### src/hw/sfs_pkg.sv
// Package and holding-register bank of the self-program flash sequencer
`timescale 1ns/1ps
`default_nettype none

package sfs_pkg;
    // ----------------------------------------------------------------
    // Timing
    // ----------------------------------------------------------------
    localparam int unsigned CLK_MHZ = 100;
    localparam int unsigned PROG_TIME_US = 2000;
    localparam int unsigned PROG_TIME_CYC = PROG_TIME_US * CLK_MHZ;

    // ----------------------------------------------------------------
    // Register map
    // ----------------------------------------------------------------
    localparam int unsigned ADDR_W = 3;
    localparam logic [2:0] REG_CTRL = 3'h0;
    localparam logic [2:0] REG_KEY = 3'h1;
    localparam logic [2:0] REG_LATCH = 3'h2;
    localparam logic [2:0] REG_PTR_L = 3'h3;
    localparam logic [2:0] REG_PTR_H = 3'h4;
    localparam logic [2:0] REG_PTR_U = 3'h5;
    localparam logic [2:0] REG_TOP = 3'h6;
    localparam logic [2:0] REG_STAT = 3'h7;

    // Memory control and status bit positions
    localparam int unsigned CTRL_PSEL = 7;
    localparam int unsigned CTRL_CSEL = 6;
    localparam int unsigned CTRL_ERASE = 4;
    localparam int unsigned CTRL_ABORT = 3;
    localparam int unsigned CTRL_PEN = 2;
    localparam int unsigned CTRL_GO = 1;
    localparam int unsigned STAT_DONE = 0;

    // Table operation register fields
    localparam int unsigned TOP_STORE = 2;
    localparam logic [1:0] MODE_NONE = 2'h0;
    localparam logic [1:0] MODE_POSTINC = 2'h1;
    localparam logic [1:0] MODE_POSTDEC = 2'h2;
    localparam logic [1:0] MODE_PREINC = 2'h3;

    // ----------------------------------------------------------------
    // Values and geometry
    // ----------------------------------------------------------------
    localparam logic [7:0] KEY_FIRST = 8'h55;
    localparam logic [7:0] KEY_SECOND = 8'hAA;
    localparam logic [7:0] BYTE_ERASED = 8'hFF;
    localparam logic [7:0] BYTE_ZERO = 8'h00;
    localparam int unsigned PTR_W = 22;
    localparam int unsigned PTR_STEP_W = 21;
    localparam int unsigned HOLD_N = 32;
    localparam int unsigned HOLD_IDX_W = 5;
    localparam int unsigned ERASE_LSB = 6;
    localparam int unsigned PROG_LSB = 5;
    localparam logic [4:0] HOLD_LAST = 5'h1F;

    // Request to the flash array
    typedef struct packed {
        logic erase;
        logic prog;
        logic [PTR_W-1:0] addr;
        logic [7:0] data;
    } sfs_flash_req_t;

    typedef enum logic [1:0] {SFS_IDLE, SFS_ERASE, SFS_PROG} sfs_state_t;
    typedef enum logic [1:0] {SFS_KEY_NONE, SFS_KEY_HALF, SFS_KEY_ARMED} sfs_key_t;
endpackage : sfs_pkg

module sfs_hold_bank (
    input wire logic clk_i,
    input wire logic srst_i,
    input wire logic wr_en_i,
    input wire logic [sfs_pkg::HOLD_IDX_W-1:0] wr_idx_i,
    input wire logic [7:0] wr_data_i,
    input wire logic clr_all_i,
    input wire logic [sfs_pkg::HOLD_IDX_W-1:0] rd_idx_i,
    output logic [7:0] rd_data_o
);
    import sfs_pkg::*;

    logic [7:0] mem_q [HOLD_N];

    // ----------------------------------------------------------------
    // One byte-wide holding register per entry
    // ----------------------------------------------------------------
    for (genvar i = 0; i < HOLD_N; i++) begin : g_hold
        always_ff @(posedge clk_i) begin
            if (srst_i || clr_all_i) begin
                mem_q[i] <= BYTE_ERASED;
            end else if (wr_en_i && (wr_idx_i == HOLD_IDX_W'(i))) begin
                mem_q[i] <= wr_data_i;
            end
        end
    end

    // Read port for the program walk
    assign rd_data_o = mem_q[rd_idx_i];
endmodule : sfs_hold_bank

`default_nettype wire

### src/hw/sfs_sequencer.sv
// Self-program flash sequencer: table access, unlock, row erase and row program
//
// Strobed register access and the address map were chosen for this implementation.
`timescale 1ns/1ps
`default_nettype none

module sfs_sequencer #(
    parameter int unsigned PROG_CYCLES = sfs_pkg::PROG_TIME_CYC
) (
    input wire logic clk_i,
    input wire logic srst_i,
    input wire logic [sfs_pkg::ADDR_W-1:0] reg_addr_i,
    input wire logic [7:0] reg_wdata_i,
    input wire logic reg_wr_i,
    input wire logic reg_rd_i,
    output logic [7:0] reg_rdata_o,
    output logic [sfs_pkg::PTR_W-2:0] flash_rd_addr_o,
    input wire logic [15:0] flash_rd_data_i,
    output sfs_pkg::sfs_flash_req_t flash_req_o,
    output logic core_stall_o,
    output logic completion_irq_flag_o
);
    import sfs_pkg::*;

    // ----------------------------------------------------------------
    // State
    // ----------------------------------------------------------------
    sfs_state_t state_q;
    sfs_key_t key_q;
    logic [PTR_W-1:0] table_pointer_q;
    logic [7:0] table_byte_latch_q;
    logic program_space_select_q;
    logic config_space_select_q;
    logic row_erase_sel_q;
    logic abort_flag_q;
    logic program_enable_q;
    logic go_q;
    logic completion_irq_flag_q;
    logic fetch_pend_q;
    logic fetch_hi_q;
    logic [31:0] timer_q;
    logic [HOLD_IDX_W-1:0] walk_idx_q;
    logic walk_on_q;
    logic [7:0] rdata_q;
    logic [PTR_W-2:0] flash_rd_addr_q;
    sfs_flash_req_t flash_req_q;
    logic stall_q;
    logic rst_seen_q;

    // ----------------------------------------------------------------
    // Decode
    // ----------------------------------------------------------------
    logic busy;
    logic wr_ctrl;
    logic wr_key;
    logic wr_top;
    logic go_set;
    logic start_ok;
    logic timer_done;
    logic [1:0] top_mode;
    logic top_store;
    logic [PTR_W-1:0] ptr_inc;
    logic [PTR_W-1:0] ptr_dec;
    logic [PTR_W-1:0] ptr_eff;
    logic [7:0] hold_byte;

    assign busy = (state_q != SFS_IDLE);
    assign wr_ctrl = reg_wr_i && (reg_addr_i == REG_CTRL) && !busy;
    assign wr_key = reg_wr_i && (reg_addr_i == REG_KEY);
    assign wr_top = reg_wr_i && (reg_addr_i == REG_TOP) && !busy;
    assign top_mode = reg_wdata_i[1:0];
    assign top_store = reg_wdata_i[TOP_STORE];
    assign go_set = wr_ctrl && reg_wdata_i[CTRL_GO] && !go_q;
    // key and target must both be right; armed only right after key
    assign start_ok = (key_q == SFS_KEY_ARMED) && reg_wdata_i[CTRL_PSEL] && !reg_wdata_i[CTRL_CSEL];
    // length taken from the on-chip timer only
    assign timer_done = (timer_q == (PROG_CYCLES - 32'd1));

    // Pointer stepping touches only the low 21 bits
    assign ptr_inc = {table_pointer_q[PTR_W-1], table_pointer_q[PTR_STEP_W-1:0] + 21'h1};
    assign ptr_dec = {table_pointer_q[PTR_W-1], table_pointer_q[PTR_STEP_W-1:0] - 21'h1};
    assign ptr_eff = (top_mode == MODE_PREINC) ? ptr_inc : table_pointer_q;

    // ----------------------------------------------------------------
    // Holding registers
    // ----------------------------------------------------------------
    // table stores only load the holding bank
    sfs_hold_bank u_hold (
        .clk_i(clk_i),
        .srst_i(srst_i),
        .wr_en_i(wr_top && top_store),
        .wr_idx_i(ptr_eff[HOLD_IDX_W-1:0]),
        .wr_data_i(table_byte_latch_q),
        // bank back to FFh after a program cycle
        .clr_all_i((state_q == SFS_PROG) && timer_done),
        .rd_idx_i(walk_idx_q),
        .rd_data_o(hold_byte)
    );

    // ----------------------------------------------------------------
    // Unlock key tracking
    // ----------------------------------------------------------------
    // any access other than the next key step cancels
    always_ff @(posedge clk_i) begin
        if (srst_i) begin
            key_q <= SFS_KEY_NONE;
        end else if (reg_wr_i || reg_rd_i) begin
            if (wr_key && (reg_wdata_i == KEY_FIRST)) begin
                key_q <= SFS_KEY_HALF;
            end else if (wr_key && (key_q == SFS_KEY_HALF) && (reg_wdata_i == KEY_SECOND)) begin
                key_q <= SFS_KEY_ARMED;
            end else begin
                key_q <= SFS_KEY_NONE;
            end
        end
    end

    // ----------------------------------------------------------------
    // Sequencer and timer
    // ----------------------------------------------------------------
    always_ff @(posedge clk_i) begin
        if (srst_i) begin
            state_q <= SFS_IDLE;
            stall_q <= 1'b0;
            timer_q <= 32'h0000_0000;
        end else begin
            case (state_q)
                SFS_IDLE: begin
                    timer_q <= 32'h0000_0000;
                    if (go_set && program_enable_q && start_ok) begin
                        // erase select picks a row erase
                        state_q <= reg_wdata_i[CTRL_ERASE] ? SFS_ERASE : SFS_PROG;
                        stall_q <= 1'b1;
                    end
                end
                default: begin
                    // long cycle ends on the timer
                    timer_q <= timer_q + 32'h0000_0001;
                    if (timer_done) begin
                        state_q <= SFS_IDLE;
                        stall_q <= 1'b0;
                    end
                end
            endcase
        end
    end

    // Program walk over the holding bank
    always_ff @(posedge clk_i) begin
        if (srst_i) begin
            walk_idx_q <= 5'h00;
            walk_on_q <= 1'b0;
        end else if (state_q != SFS_PROG) begin
            walk_idx_q <= 5'h00;
            walk_on_q <= 1'b1;
        end else if (walk_on_q) begin
            walk_idx_q <= walk_idx_q + 5'h01;
            walk_on_q <= (walk_idx_q != HOLD_LAST);
        end
    end

    // ----------------------------------------------------------------
    // Flash array requests
    // ----------------------------------------------------------------
    always_ff @(posedge clk_i) begin
        if (srst_i) begin
            flash_req_q <= '0;
        end else begin
            // whole 64-byte block, low six bits forced off
            flash_req_q.erase <= (state_q == SFS_ERASE) && !timer_done;
            // bytes of FFh issue no program pulse
            flash_req_q.prog <= (state_q == SFS_PROG) && walk_on_q && (hold_byte != BYTE_ERASED);
            if (state_q == SFS_ERASE) begin
                flash_req_q.addr <= {table_pointer_q[PTR_W-1:ERASE_LSB], 6'h00};
                flash_req_q.data <= BYTE_ERASED;
            end else begin
                flash_req_q.addr <= {table_pointer_q[PTR_W-1:PROG_LSB], walk_idx_q};
                flash_req_q.data <= hold_byte;
            end
        end
    end

    // ----------------------------------------------------------------
    // Table pointer and table fetch
    // ----------------------------------------------------------------
    always_ff @(posedge clk_i) begin
        if (srst_i) begin
            table_pointer_q <= '0;
        end else if (!busy && reg_wr_i && (reg_addr_i == REG_PTR_L)) begin
            table_pointer_q[7:0] <= reg_wdata_i;
        end else if (!busy && reg_wr_i && (reg_addr_i == REG_PTR_H)) begin
            table_pointer_q[15:8] <= reg_wdata_i;
        end else if (!busy && reg_wr_i && (reg_addr_i == REG_PTR_U)) begin
            table_pointer_q[PTR_W-1:16] <= reg_wdata_i[PTR_W-17:0];
        end else if (wr_top) begin
            // optional pointer step around the table access
            if (top_mode == MODE_POSTINC || top_mode == MODE_PREINC) begin
                table_pointer_q <= ptr_inc;
            end else if (top_mode == MODE_POSTDEC) begin
                table_pointer_q <= ptr_dec;
            end
        end
    end

    // Fetch issues a word read, byte chosen next cycle
    always_ff @(posedge clk_i) begin
        if (srst_i) begin
            fetch_pend_q <= 1'b0;
            fetch_hi_q <= 1'b0;
            flash_rd_addr_q <= '0;
        end else begin
            fetch_pend_q <= wr_top && !top_store;
            if (wr_top && !top_store) begin
                flash_rd_addr_q <= ptr_eff[PTR_W-1:1];
                // bit 0 selects the byte of the word
                fetch_hi_q <= ptr_eff[0];
            end
        end
    end

    // fetched byte lands in the table byte latch
    always_ff @(posedge clk_i) begin
        if (srst_i) begin
            table_byte_latch_q <= BYTE_ZERO;
        end else if (fetch_pend_q) begin
            table_byte_latch_q <= fetch_hi_q ? flash_rd_data_i[15:8] : flash_rd_data_i[7:0];
        end else if (!busy && reg_wr_i && (reg_addr_i == REG_LATCH)) begin
            table_byte_latch_q <= reg_wdata_i;
        end
    end

    // ----------------------------------------------------------------
    // Memory control bits
    // ----------------------------------------------------------------
    always_ff @(posedge clk_i) begin
        if (srst_i) begin
            program_space_select_q <= 1'b0;
            config_space_select_q <= 1'b0;
            program_enable_q <= 1'b0;
        end else if (wr_ctrl) begin
            // target and enable come from software
            program_space_select_q <= reg_wdata_i[CTRL_PSEL];
            config_space_select_q <= reg_wdata_i[CTRL_CSEL];
            program_enable_q <= reg_wdata_i[CTRL_PEN];
        end
    end

    always_ff @(posedge clk_i) begin
        if (srst_i) begin
            row_erase_sel_q <= 1'b0;
        end else if ((state_q == SFS_ERASE) && timer_done) begin
            // erase select drops when erase ends
            row_erase_sel_q <= 1'b0;
        end else if (wr_ctrl) begin
            row_erase_sel_q <= reg_wdata_i[CTRL_ERASE];
        end
    end

    always_ff @(posedge clk_i) begin
        if (srst_i) begin
            go_q <= 1'b0;
        end else if (busy && timer_done) begin
            // hardware clears go at the end
            go_q <= 1'b0;
        end else if (go_set && program_enable_q && start_ok) begin
            go_q <= 1'b1;
        end
    end

    // Reset level one edge ago, tells a held reset from its first edge
    always_ff @(posedge clk_i) begin
        rst_seen_q <= srst_i;
    end

    always_ff @(posedge clk_i) begin
        if (srst_i) begin
            // reset during a long cycle leaves the abort flag set
            if (busy) begin
                abort_flag_q <= 1'b1;
            end else if (rst_seen_q) begin
                abort_flag_q <= abort_flag_q; // Keep the mark through a long reset
            end else begin
                abort_flag_q <= 1'b0;
            end
        end else if (go_set && program_enable_q && !start_ok) begin
            abort_flag_q <= 1'b1;
        end else if (busy && timer_done) begin
            abort_flag_q <= 1'b0;
        end else if (wr_ctrl) begin
            abort_flag_q <= reg_wdata_i[CTRL_ABORT];
        end
    end

    // sticky completion flag, set wins over clear
    always_ff @(posedge clk_i) begin
        if (srst_i) begin
            completion_irq_flag_q <= 1'b0;
        end else if (busy && timer_done) begin
            completion_irq_flag_q <= 1'b1;
        end else if (reg_wr_i && (reg_addr_i == REG_STAT) && reg_wdata_i[STAT_DONE]) begin
            completion_irq_flag_q <= 1'b0;
        end
    end

    // ----------------------------------------------------------------
    // Read data, one cycle after the strobe
    // ----------------------------------------------------------------
    always_ff @(posedge clk_i) begin
        if (srst_i || !reg_rd_i) begin
            rdata_q <= BYTE_ZERO;
        end else if (reg_addr_i == REG_CTRL) begin
            rdata_q <= {program_space_select_q, config_space_select_q, 1'b0, row_erase_sel_q,
                        abort_flag_q, program_enable_q, go_q, 1'b0};
        end else if (reg_addr_i == REG_LATCH) begin
            rdata_q <= table_byte_latch_q;
        end else if (reg_addr_i == REG_PTR_L) begin
            rdata_q <= table_pointer_q[7:0];
        end else if (reg_addr_i == REG_PTR_H) begin
            rdata_q <= table_pointer_q[15:8];
        end else if (reg_addr_i == REG_PTR_U) begin
            rdata_q <= {2'b00, table_pointer_q[PTR_W-1:16]};
        end else if (reg_addr_i == REG_STAT) begin
            rdata_q <= {7'h00, completion_irq_flag_q};
        end else begin
            rdata_q <= BYTE_ZERO; // Key port and table op read zero
        end
    end

    // ----------------------------------------------------------------
    // Outputs
    // ----------------------------------------------------------------
    // stall straight from its own flop
    assign core_stall_o = stall_q;
    assign reg_rdata_o = rdata_q;
    assign flash_rd_addr_o = flash_rd_addr_q;
    assign flash_req_o = flash_req_q;
    assign completion_irq_flag_o = completion_irq_flag_q;
endmodule : sfs_sequencer

`default_nettype wire

### config.mk
export PLATFORM = sky130hd
export DESIGN_NAME = sfs_sequencer
export DESIGN_NICKNAME = d
export VERILOG_FILES = /design/src/hw/sfs_pkg.sv /design/src/hw/sfs_sequencer.sv
export SDC_FILE = /design/constraint.sdc
export NUM_CORES = 1
export LEC_CHECK = 0
export BUFFER_PORTS_ARGS = -buffer_cell sky130_fd_sc_hd__buf_2
export CAP_MARGIN = 30
export CELL_PAD_IN_SITES_DETAIL_PLACEMENT = 0
export CELL_PAD_IN_SITES_GLOBAL_PLACEMENT = 1
export CORE_MARGIN = 1.5
export CORE_UTILIZATION = 35
export CTS_CLUSTER_SIZE = 12
export DETAILED_ROUTE_END_ITERATION = 6
export PLACE_DENSITY_LB_ADDON = 0.1
export SYNTH_ARGS = -nofsm -noshare
export SYNTH_HDL_FRONTEND = slang
export SYNTH_SLANG_ARGS = --single-unit
### constraint.sdc
create_clock -name clk_i -period 3.3 [get_ports clk_i]
set_input_delay 0.165 -clock clk_i [delete_from_list [all_inputs] [get_ports clk_i]]
set_output_delay 0.165 -clock clk_i [all_outputs]
set_load 0.01 [all_outputs]
**Yosys cells after proc, flatten, opt, wreduce, memory -nomap -nowiden**

Memories as Yosys holds them, arrays and structs flattened. A register that Yosys moved wholly into a read port is not among the register bits.
Cells that the tools add are included.

- Add/sub/neg operators: 4
- Multiply operators: 0
- Divide/modulo/power cells: 0
- Magnitude comparators: 0
- Eq/ne operators: 56
- Shift operators: 0
- Muxes and demuxes: 170
- Bitwise operators: 34
- Reductions and logical operators: 99

Operators with widths:

| cell | number |
|---|---|
| 8-bit two-way mux | 43 |
| 1-bit two-way mux | 112 |
| 5-bit equality test (second input constant) | 16 |
| 1-bit logical AND | 62 |
| 22-bit two-way mux | 2 |
| 21-bit two-way mux | 2 |
| 5-bit by 4-bit equality test with 1-bit output (second input constant) | 8 |
| 32-bit by 1-bit adder with 32-bit output (second input constant) | 1 |
| 32-bit by 18-bit equality test with 1-bit output (second input constant) | 1 |
| 1-bit OR | 32 |
| 21-bit by 1-bit adder with 21-bit output (second input constant) | 1 |
| 21-bit by 1-bit subtractor with 21-bit output (second input constant) | 1 |
| 5-bit by 3-bit equality test with 1-bit output (second input constant) | 4 |
| 16-bit two-way mux | 1 |
| 2-bit nonzero test | 7 |
| 3-bit equality test (second input constant) | 4 |
| 2-bit two-way mux | 6 |
| 6-bit two-way mux | 2 |
| 4-bit AND reduction | 3 |
| 2-bit OR reduction | 6 |
| 5-bit by 2-bit equality test with 1-bit output (second input constant) | 2 |
| 5-bit two-way mux | 2 |
| 2-bit != test (second input constant) | 5 |
| 3-bit nonzero test | 3 |
| other kinds (20) | 37 |

- Bits in registers: 144
- Latch bits: 0
- RAM bits: 256
- Memory bits (read-only): 0
- Bits of input ports: 31
- Output and inout port bits: 63
- Logic and storage cells: 393
- Memories: 1

Memories:

| memory | words | width | rd ports | clocked after Yosys merged registers in | write ports | RTL line | text |
|---|---|---|---|---|---|---|---|
| u_hold.mem_q | 32 | 8 | 1 | 1 | 32 | sfs_pkg.sv:81 | `logic [7:0] mem_q [HOLD_N];` |

**Longest topological paths before layout**

Gate-level depths: netlist (run 1).

- Word-level depth: 9
- Depth in mapped cells: 9
- Mapped depth without buffers: 8

**By module**

Synthesis (run 1) repeated with hierarchy kept, for this count alone.

- Cell total of the unflattened synthesis: 1638
- Area, all modules: 19079.5 µm²

Modules (own cells, without submodules):

| module | times used | cells an instance | area each (µm²) | sequential area each (µm²) |
|---|---|---|---|---|
| sfs_hold_bank | 1 | 756 | 11941.5 | 7687.4 |
| sfs_sequencer | 1 | 882 | 7138.1 | 2892.8 |

**Worst setup path after synthesis (run 1)**

No wires, ideal clock.

- Path kind: reg2reg
- Start point: register table_pointer_q[1]
- End point: memory u_hold.mem_q[0][0] (enable)
- Library setup time: 384 ps
- Arrival time: 2325 ps
- Data required time: 2916 ps
- Setup slack: 591 ps
- Stages on the path, launching flop included: 8
- Buffers on the path: 1
- Clock period less this slack: 2709 ps
- Cell sequence: dfxtp_1 > clkbuf_1 > inv_1 > ha_1 > or3_1 > o31ai_1 > nand3_1 > o21ai_0

RTL lines:

| what | RTL line | text |
|---|---|---|
| start, declared | sfs_sequencer.sv:30 | `logic [PTR_W-1:0] table_pointer_q;` |
| start signal, assigned | sfs_sequencer.sv:190 | `table_pointer_q[7:0] <= reg_wdata_i;` |
| start signal, assigned by index | sfs_sequencer.sv:194 | `table_pointer_q[PTR_W-1:16] <= reg_wdata_i[PTR_W-17:0];` |
| start signal, assigned | sfs_sequencer.sv:198 | `table_pointer_q <= ptr_inc;` |
| end, declared | sfs_pkg.sv:81 |  |

==> impl_metrics.json, run 1 <==
{
  "status": "finished clean",
  "fin_util_pct": 41.9,
  "cts.path.max_buffers": 3,
  "max_stage_delay_ns": 0.67,
  "instances_no_fill": 2508,
  "drv_slew": 0,
  "path_max_fanout": 13,
  "grt_pass1_vias": 13100,
  "setup-tns-final_ns": 0,
  "die_area_mm2": 0.0535,
  "cellLeakagePower_nw": 6.40,
  "crit_family": "flip-flops",
  "max_clock_freq_ghz": 0.357,
  "io_buffer_count": 93,
  "hold_ws_ns": 0.0386,
  "vias_per_cell": 5.30,
  "drive_above_1_share_pct": 18.9,
  "clkTransAtPathRegs_ns": 0.06,
  "crit_path_cell_trace": "inv_1 > ha_1 > or3_1 > o31ai_1 > buf_4 > nand3_1 > o21ai_0 > buf_4",
  "num_vias": 13300,
  "placed_cells": 2417,
  "drc": 0,
  "layout_setup_ws_ns": 0.501,
  "cts_root_buffer": "clkbuf_16",
  "netlist_top_cells_area": "edfxtp_1 (42%), dfxtp_1 (16%), mux4_2 (6.9%), nand2_1 (6.5%), nor2_1 (3.7%)",
  "report.final.setup_viol": 0,
  "grtUsageTotal_pct": 21.0,
  "post-route-period-util_pct": 84.8,
  "synth_warnings": 0,
  "power_density_mw_per_mm2": 520,
  "seq_area_frac_synth_pct": 58.5,
  "final_cell_area_mm2": 0.0215,
  "drtAntennaViolNets": 0,
  "synth_nets": 1696,
  "place_area_mm2": 0.0199,
  "tritoncts": "done",
  "worst_pin_slew_ns": 0.941,
  "coreArea_mm2": 0.0514,
  "synthCells": 1660,
  "netlist_area_mm2": 0.0183,
  "worst-path-buf-inv": 3,
  "crit_slowest_cell": "dfxtp_1",
  "synth_top_cell_area_share_pct": 42.3,
  "num_antenna_cells": 0,
  "cp-startpoint": "table_pointer_q[1]$_SDFFE_PP0P_",
  "firstDrtPassIters": 5,
  "min_period_ns": 2.80,
  "clkLatencyLatePin_ns": 0.58,
  "hold_violations": 0,
  "antenna_found_initial": 0,
  "start_kind": "flop",
  "cts_htree_levels": 2,
  "hold_depth": 4,
  "cts_buffers": 46,
  "totalWireLength_um": 55800,
  "layout.nets": 1830,
  "cp-end-kind": "flop",
  "synth_edf_count": 257,
  "io_pins": 94,
  "start_util_pct": 35.5,
  "drtIter0Drc": 1060,
  "gp_congestion": 0.824,
  "cap_violations": 0,
  "crit_arrival_ns": 3.09,
  "r2r_start": "table_pointer_q[1]$_SDFFE_PP0P_",
  "ys_async_sr_fraction_pct": 0,
  "cts_resized": 0,
  "num_rows": 83,
  "holdCritStartpoint": "reg_wr_i",
  "area_growth_pct": 18.0,
  "cts_sinks": 405,
  "detailedPlace.worstSlack_ns": 0.536,
  "yosysTopAreaCell": "edfxtp_1",
  "grt-ovfl-total": 0,
  "avgSynthCellArea_um2": 11.0,
  "dp_hpwl_um": 38200,
  "criticalPathCategory": "reg2reg",
  "cp.required_ns": 3.59,
  "ys_types": 63,
  "drt-wirelength-per-cell_um": 22.2,
  "rsz0062_at_grt": "no",
  "crit_cells": 8,
  "r2r_cells": 8,
  "die_h_um": 231,
  "synth_ff_type": "edfxtp_1",
  "grt_pass1_wl_um": 84400,
  "min_path_type": "in2reg",
  "ir_drop_mv": 0.445,
  "ys_ff_latch": 405,
  "worst_path_most_repeated_cell": "buf_4",
  "finalPower_mw": 11.2,
  "fp.dieW_um": 231,
  "slew_headroom_pct": 37.1,
  "rrSetupSlack_ns": 0.50,
  "clock_skew_ns": 0.0215,
  "grt_max_degree": 78
}
repair_timing:
action	in CTS	in global routing
hold endpoints to repair	23	0
buffers inserted	0	0
setup endpoints to repair	0	0
hold buffers	9	0
Yosys cell counts (all sizes together), types with 24 or more instances:
cell type / n
a211oi: 38
a21oi: 49
buf: 38
clkbuf: 92
dfxtp: 148
edfxtp: 257
mux2i: 34
mux4: 56
nand2: 318
nand3: 50
nand4: 26
nor2: 182
nor3: 24
o21ai: 48
xnor2: 24
xor2: 34
flip-flops by register name, indices dropped and copies added (netlist names), 2 cells and up, named ones only:
name	cells
u_hold.mem_q	256
flash_req_o	32
timer_q	32
table_pointer_q	22
flash_rd_addr_o	21
reg_rdata_o	8
table_byte_latch_q	8
walk_idx_q	5
key_q	2
state_q	2
layout make-up:
cell class / count / area, um2
Fill cell: 4983 / 29900
Sequential cell: 405 / 10700
Multi-Input combinational cell: 1107 / 6990
Timing Repair Buffer: 216 / 1430
Clock buffer: 63 / 1320
Tap cell: 680 / 851
Clock inverter: 19 / 195
Inverter: 18 / 67.6
report_power, final:
part	total, mW	switching (mW)	internal [mW]
registers	5.46	0.0544	5.41
logic	0.581	0.382	0.199
clock network	5.17	2.08	3.09
total	11.2	2.52	8.69
metal layers:
layer,GRT usage [%],part of all wire [%],routed length (um),up-vias
li1,-,-,-,6263
met1,30.2,47,26400,6630
met2,33.1,46,25700,336
met3,2.50,4.5,2490,74
met4,6.43,2.3,1260,0
met5,0,0,0,-
worst min-delay path, cell delays in order:
cell and delay, ns:
buf_2 0.19, nor2_1 0.09, nand2_1 0.06, a21oi_1 0.05
logic make-up (layout without fill, tap and decap cells):
group	count (synthesis)	in the layout	synth area share (%)
adders and majority gates	5	5	0.343
xor gates and xnor gates	58	58	2.78
buffers and inverters	148	316	3.30
muxes	91	91	8.84
DFF	405	405	58.5
AOI/OAI and AO/OA	234	234	8.45
and+or+nand+nor	719	719	17.8
worst paths after layout:
path                                             to
setup / recovery  u_hold.mem_q[12][6]$_SDFFCE_PN1P_
hold / removal                key_q[0]$_SDFFE_PP0P_
setup reg to reg  u_hold.mem_q[12][6]$_SDFFCE_PN1P_
hold reg to reg           core_stall_o$_SDFFE_PP0P_
cells in the final DEF (no fill, tap or decap), types with 16 or more instances in the layout:
| cell type | instances |
|---|---|
| nor2b_1 | 22 |
| nor3_1 | 24 |
| o21ai_0 | 48 |
| nor4_1 | 16 |
| nand2_1 | 318 |
| nor2_1 | 178 |
| inv_1 | 18 |
| a211oi_1 | 38 |
| edfxtp_1 | 257 |
| a21oi_1 | 48 |
| buf_4 | 114 |
| xor2_1 | 34 |
| buf_2 | 92 |
| and3_1 | 18 |
| and2_1 | 20 |
| dfxtp_1 | 146 |
| a31oi_1 | 23 |
| nand4_1 | 26 |
| xnor2_1 | 24 |
| mux2i_1 | 34 |
| clkbuf_16 | 47 |
| nand3_1 | 49 |
| mux4_2 | 56 |
(Power assumes the default switching activity.)
==> run 2: changes to the inputs <==
==> constraint.sdc (replaced) <==
create_clock -name clk_i -period 2.3 [get_ports clk_i]
set_input_delay 0.115 -clock clk_i [delete_from_list [all_inputs] [get_ports clk_i]]
set_output_delay 0.115 -clock clk_i [all_outputs]
set_load 0.01 [all_outputs]
==> run 2 against run 1 <==
  * Design area rose by 11%
  * Clock power rose by 38%
  * Wire length rose by 1.4%
  * Register-to-register slack got worse by 0.49 ns
  * Utilization rose by 4.7 points
  * Sequential power rose by 43%
  * Non-clock buffer count rose by 154
  * Sequential cell count did not move
==> impl_metrics.json, run 2 (same netlist as run 1, synthesis figures left out) <==
{
  "grtUsageTotal_pct": 20.9,
  "drtAntennaViolNets": 0,
  "crit_arrival_ns": 2.76,
  "worst-path-buf-inv": 2,
  "io_pins": 94,
  "cts_root_buffer": "clkbuf_16",
  "cts_htree_levels": 2,
  "fill_cells": 4809,
  "fp.dieW_um": 231,
  "clkLatencyLatePin_ns": 0.59,
  "cts_buffers": 45,
  "criticalPathCategory": "reg2reg",
  "drc": 0,
  "largest_reg_flops": 256,
  "power_density_mw_per_mm2": 671,
  "final_common_cell": "nand2_1",
  "coreArea_mm2": 0.0514,
  "worst_pin_slew_ns": 0.684,
  "io_buffer_count": 93,
  "slew_headroom_pct": 54.4,
  "rrSetupSlack_ns": 0.01,
  "r2r_cells": 8,
  "clock_skew_ns": 0.0304,
  "min_period_ns": 2.29,
  "area_growth_pct": 31.1,
  "layout_setup_ws_ns": 0.0128,
  "regMostFlops": "u_hold.mem_q",
  "drtIter0Drc": 945,
  "post-route-period-util_pct": 99.4,
  "cp.required_ns": 2.77,
  "max_clock_freq_ghz": 0.437,
  "status": "finished clean",
  "num_rows": 83,
  "dp_hpwl_um": 39500,
  "finalPower_mw": 16.1,
  "grt-ovfl-total": 0,
  "final_cell_area_mm2": 0.0239,
  "vias_per_cell": 5.20,
  "crit_cells": 8,
  "place_area_mm2": 0.0215,
  "fin_util_pct": 46.6,
  "cp-endpoint": "flash_req_o[30]$_SDFF_PP0_",
  "start_kind": "flop",
  "placed_cells": 2540,
  "instances_no_fill": 2663,
  "drive_above_1_share_pct": 30.8,
  "setup-tns-final_ns": 0,
  "cellLeakagePower_nw": 7.44,
  "num_antenna_cells": 0,
  "cp-end-kind": "flop",
  "clkTransAtPathRegs_ns": 0.06,
  "max_stage_delay_ns": 0.41,
  "tritoncts": "done",
  "grt_max_degree": 57,
  "totalWireLength_um": 56600,
  "ir_drop_mv": 0.495,
  "cap_violations": 0,
  "min_path_type": "in2reg",
  "die_area_mm2": 0.0535,
  "r2r-end": "flash_req_o[30]$_SDFF_PP0_",
  "grt_pass1_vias": 13800,
  "detailedPlace.worstSlack_ns": -0.138,
  "crit_path_cell_trace": "buf_4 > buf_16 > mux4_2 > a31oi_1 > and3_2 > a31oi_2 > nand4_1 > o211a_1",
  "layout_common_cells": "nand2_1 (317), edfxtp_1 (257), buf_4 (203), nor2_1 (153), dfxtp_1 (142)",
  "hold_ws_ns": 0.0627,
  "num_vias": 13800,
  "hold_violations": 0,
  "die_h_um": 231,
  "report.final.setup_viol": 0,
  "crit_slowest_cell": "dfxtp_4",
  "firstDrtPassIters": 5,
  "cts.path.max_buffers": 3,
  "drt-wirelength-per-cell_um": 21.2,
  "grt_pass1_wl_um": 84100,
  "crit_family": "compound AO/OA/AOI/OAI gates",
  "gp_congestion": 0.864,
  "start_util_pct": 35.5,
  "rsz0062_at_grt": "yes",
  "drv_slew": 0,
  "antenna_found_initial": 1,
  "cts_sinks": 405,
  "path_max_fanout": 8,
  "layout.nets": 1983
}
run 2: cell count changes in the layout (fill, tap and decap cells not counted), sizes merged:
cell    delta
buf      +149
clkbuf    +11
clkinv     -3
bufinv     -2
run 2: worst reg2reg max path, delay by kind of cell, from the launching register on:
family	cells	cell delay (ns)
AO/OA/AOI/OAI	3	0.57
multiplexers	1	0.33
buffers and inverters	2	0.36
flip-flops	1	0.41
AND/OR/NAND/NOR	2	0.50
run 2: repair_timing:
action                     in CTS  in global routing
setup endpoints to repair     277                431
hold buffers                    9                  0
hold endpoints to repair       22                  0
resized for setup              37                 81
cloned                          1                  4
pin swaps                       2                 23
setup buffers                   2                 24
run 2: per-layer routing:
layer  wire length [um]  vias up  track usage, %
met4               1550        0            6.54
li1                   -     6578               -
met3               2450       86            3.17
met2              26800      351            34.0
met1              25800     6833            28.6
met5                  0        -               0
run 2: worst min path at each step:
stage                         startpoint                              end  cells after the start
after floorplan                   srst_i               rst_seen_q$_DFF_P_                      0
after global placement            srst_i          state_q[1]$_SDFFE_PP0P_                      2
after detailed placement          srst_i             walk_on_q$_SDFF_PP0_                      2
after CTS                 reg_wdata_i[0]  table_pointer_q[0]$_SDFFE_PP0P_                      4
after global routing      reg_wdata_i[0]  table_pointer_q[0]$_SDFFE_PP0P_                      4
final                     reg_wdata_i[0]  table_pointer_q[0]$_SDFFE_PP0P_                      4
run 2: report_power, final:
group	switching [mW]	total [mW]	internal (mW)	leakage (nW)
clock	2.99	7.11	4.11	0.708
sequential	0.0557	7.81	7.76	2.96
combinational	0.664	1.14	0.472	3.77
run 2: cell type report:
cell class                      count  area (um2)  share of cell area, %
Clock buffer                       69        1290                   5.39
Clock inverter                     14         151                  0.633
Inverter                           18        67.6                  0.282
Multi-Input combinational cell   1107        7570                   31.6
Sequential cell                   405       10700                   44.7
Tap cell                          680         851                   3.56
Timing Repair Buffer              370        3300                   13.8
==> run 3: changes to the inputs <==
--- a/config.mk
+++ b/config.mk
@@ -13,7 +13,9 @@
 export CORE_UTILIZATION = 35
 export CTS_CLUSTER_SIZE = 12
 export DETAILED_ROUTE_END_ITERATION = 6
+export GPL_ROUTABILITY_DRIVEN = 0
 export PLACE_DENSITY_LB_ADDON = 0.1
+export SETUP_SLACK_MARGIN = 0.02
 export SYNTH_ARGS = -nofsm -noshare
 export SYNTH_HDL_FRONTEND = slang
 export SYNTH_SLANG_ARGS = --single-unit
==> run 3 against run 2 <==
  * Final cell count decreased by 0.26%
  * Critical path type unchanged
  * Global-route usage increased by 0.21 points
  * Critical path depth increased by 1
  * Via count decreased by 0.33%
  * Largest power group unchanged
  * Die area unchanged
  * Clock skew decreased by 0.0036 ns
  * Sequential cell count unchanged
  * Power increased by 0.46%
  * Highest routed layer unchanged
==> impl_metrics.json, run 3 (same netlist as run 1, synthesis figures left out) <==
{
  "cp.required_ns": 2.82,
  "worst_pin_slew_ns": 0.686,
  "coreArea_mm2": 0.0514,
  "final-seq-area_mm2": 0.0107,
  "cts_sinks": 405,
  "rsz0062_at_grt": "yes",
  "detailedPlace.worstSlack_ns": -0.265,
  "cts_htree_levels": 2,
  "num_antenna_cells": 0,
  "place_area_mm2": 0.0215,
  "final_common_cell": "nand2_1",
  "crit_arrival_ns": 2.80,
  "min_period_ns": 2.28,
  "cts.path.max_buffers": 3,
  "multi_input_area_mm2": 0.00753,
  "grt_pass1_vias": 13900,
  "start_util_pct": 35.5,
  "die_area_mm2": 0.0535,
  "drive_above_1_share_pct": 29.9,
  "die_h_um": 231,
  "drt-wirelength-per-cell_um": 21.1,
  "cap_violations": 0,
  "num_rows": 83,
  "io_pins": 94,
  "totalWireLength_um": 56100,
  "area_growth_pct": 30.4,
  "antenna_found_initial": 0,
  "fp.dieW_um": 231,
  "max_clock_freq_ghz": 0.439,
  "clock_skew_ns": 0.0268,
  "cts_buffers": 45,
  "min_path_type": "in2reg",
  "final_cell_area_mm2": 0.0238,
  "tritoncts": "done",
  "drtAntennaViolNets": 0,
  "vias_per_cell": 5.20,
  "grtUsageTotal_pct": 21.1,
  "layout.nets": 1978,
  "drc": 0,
  "drtIter0Drc": 896,
  "status": "finished clean",
  "ir_drop_mv": 0.512,
  "post-route-period-util_pct": 99.0,
  "start_kind": "flop",
  "dp_hpwl_um": 39500,
  "power_density_mw_per_mm2": 677,
  "report.final.setup_viol": 0,
  "drv_slew": 0,
  "grt-ovfl-total": 0,
  "cellLeakagePower_nw": 7.41,
  "firstDrtPassIters": 5,
  "regMostFlops": "u_hold.mem_q",
  "fin_util_pct": 46.3,
  "criticalPathCategory": "reg2reg",
  "grt_max_degree": 59,
  "hold_violations": 0,
  "clkLatencyLatePin_ns": 0.59,
  "path_max_fanout": 7,
  "num_vias": 13800,
  "largest_reg_flops": 256,
  "layout_common_cells": "nand2_1 (317), edfxtp_1 (257), buf_4 (200), nor2_1 (155), dfxtp_1 (140)",
  "layout_setup_ws_ns": 0.0226,
  "cp-end-kind": "flop",
  "clkTransAtPathRegs_ns": 0.06,
  "slew_headroom_pct": 54.3,
  "cts_root_buffer": "clkbuf_16",
  "io_buffer_count": 93,
  "fill_cells": 4747,
  "grt_pass1_wl_um": 85400
}
==> run 3: cell count changes in the layout (fill, tap and decap cells not counted), moves of 3 or more <==
cell,change
clkbuf_1,-7
buf_12,-3
nor2_2,-3
clkbuf_8,+3
o21ai_1,+4
buf_6,+8
dfxtp_2,+4
clkinv_1,+7
clkbuf_4,-3
buf_4,-3
==> run 3: area by class of cell <==
cell class | count | area share, %
flip-flops and latches | 405 | 44.9
multi-input cells | 1107 | 31.7
repair buffers | 365 | 13.4
clock buffers | 62 | 5.47
well taps | 680 | 3.57
clock inverters | 19 | 0.699
inverters | 18 | 0.284
==> run 3: per-stage QoR <==
stage	hold slack, ns	cells	power [mW]	TNS (ns)
finish	0.0351	2656	16.1	0
global route	0.0438	2656	16.7	-2.42
CTS	0.00333	2648	16.3	-0.0607
detailed placement	0.440	2551	8.98	-15.25
global placement	0.431	2551	8.98	-8.48
floorplan	0.143	1660	8.48	-10.80
==> run 3: final timing paths <==
check                              startpoint  slack (ns)  depth (start not counted)                               end
max                                      flop        0.02                          9        flash_req_o[30]$_SDFF_PP0_
min                            reg_wdata_i[1]        0.04                          5   flash_rd_addr_o[0]$_SDFFE_PP0P_
max reg2reg                              flop        0.02                          9        flash_req_o[30]$_SDFF_PP0_
min reg2reg  flash_rd_addr_o[20]$_SDFFE_PP0P_        0.49                          2  flash_rd_addr_o[20]$_SDFFE_PP0P_
==> run 3: per-layer routing <==
metal  vias up  global-route usage [%]  wire length (um)
li1       6576                       -                 -
met1      6833                    28.6             25300
met2       311                    34.8             26900
met3        82                    3.13              2590
met4         0                    6.50              1370
met5         -                       0                 0
==> run 3: worst max-delay path: stages, from the launching register on <==
cell and delay, ns:
dfxtp_4 0.38, buf_12 0.14, buf_12 0.14, mux4_2 0.49
a22oi_1 0.26, and3_1 0.24, a31oi_1 0.06, buf_4 0.16
nand4_1 0.17, o211a_1 0.16
==> run 3: what timing repair did <==
item | in CTS | in global routing
resized for setup | 35 | 82
endpoints found under the setup margin | 258 | 284
pin swaps | 12 | 16
hold buffers | 7 | 0
setup buffers | 9 | 5
hold endpoints to repair | 17 | 0
gates cloned | 0 | 3
==> run 3: where the power goes <==
| part | internal, mW | switching (mW) |
|---|---|---|
| logic | 0.446 | 0.642 |
| clock network | 4.19 | 3.04 |
| registers | 7.76 | 0.0562 |
| total | 12.4 | 3.74 |
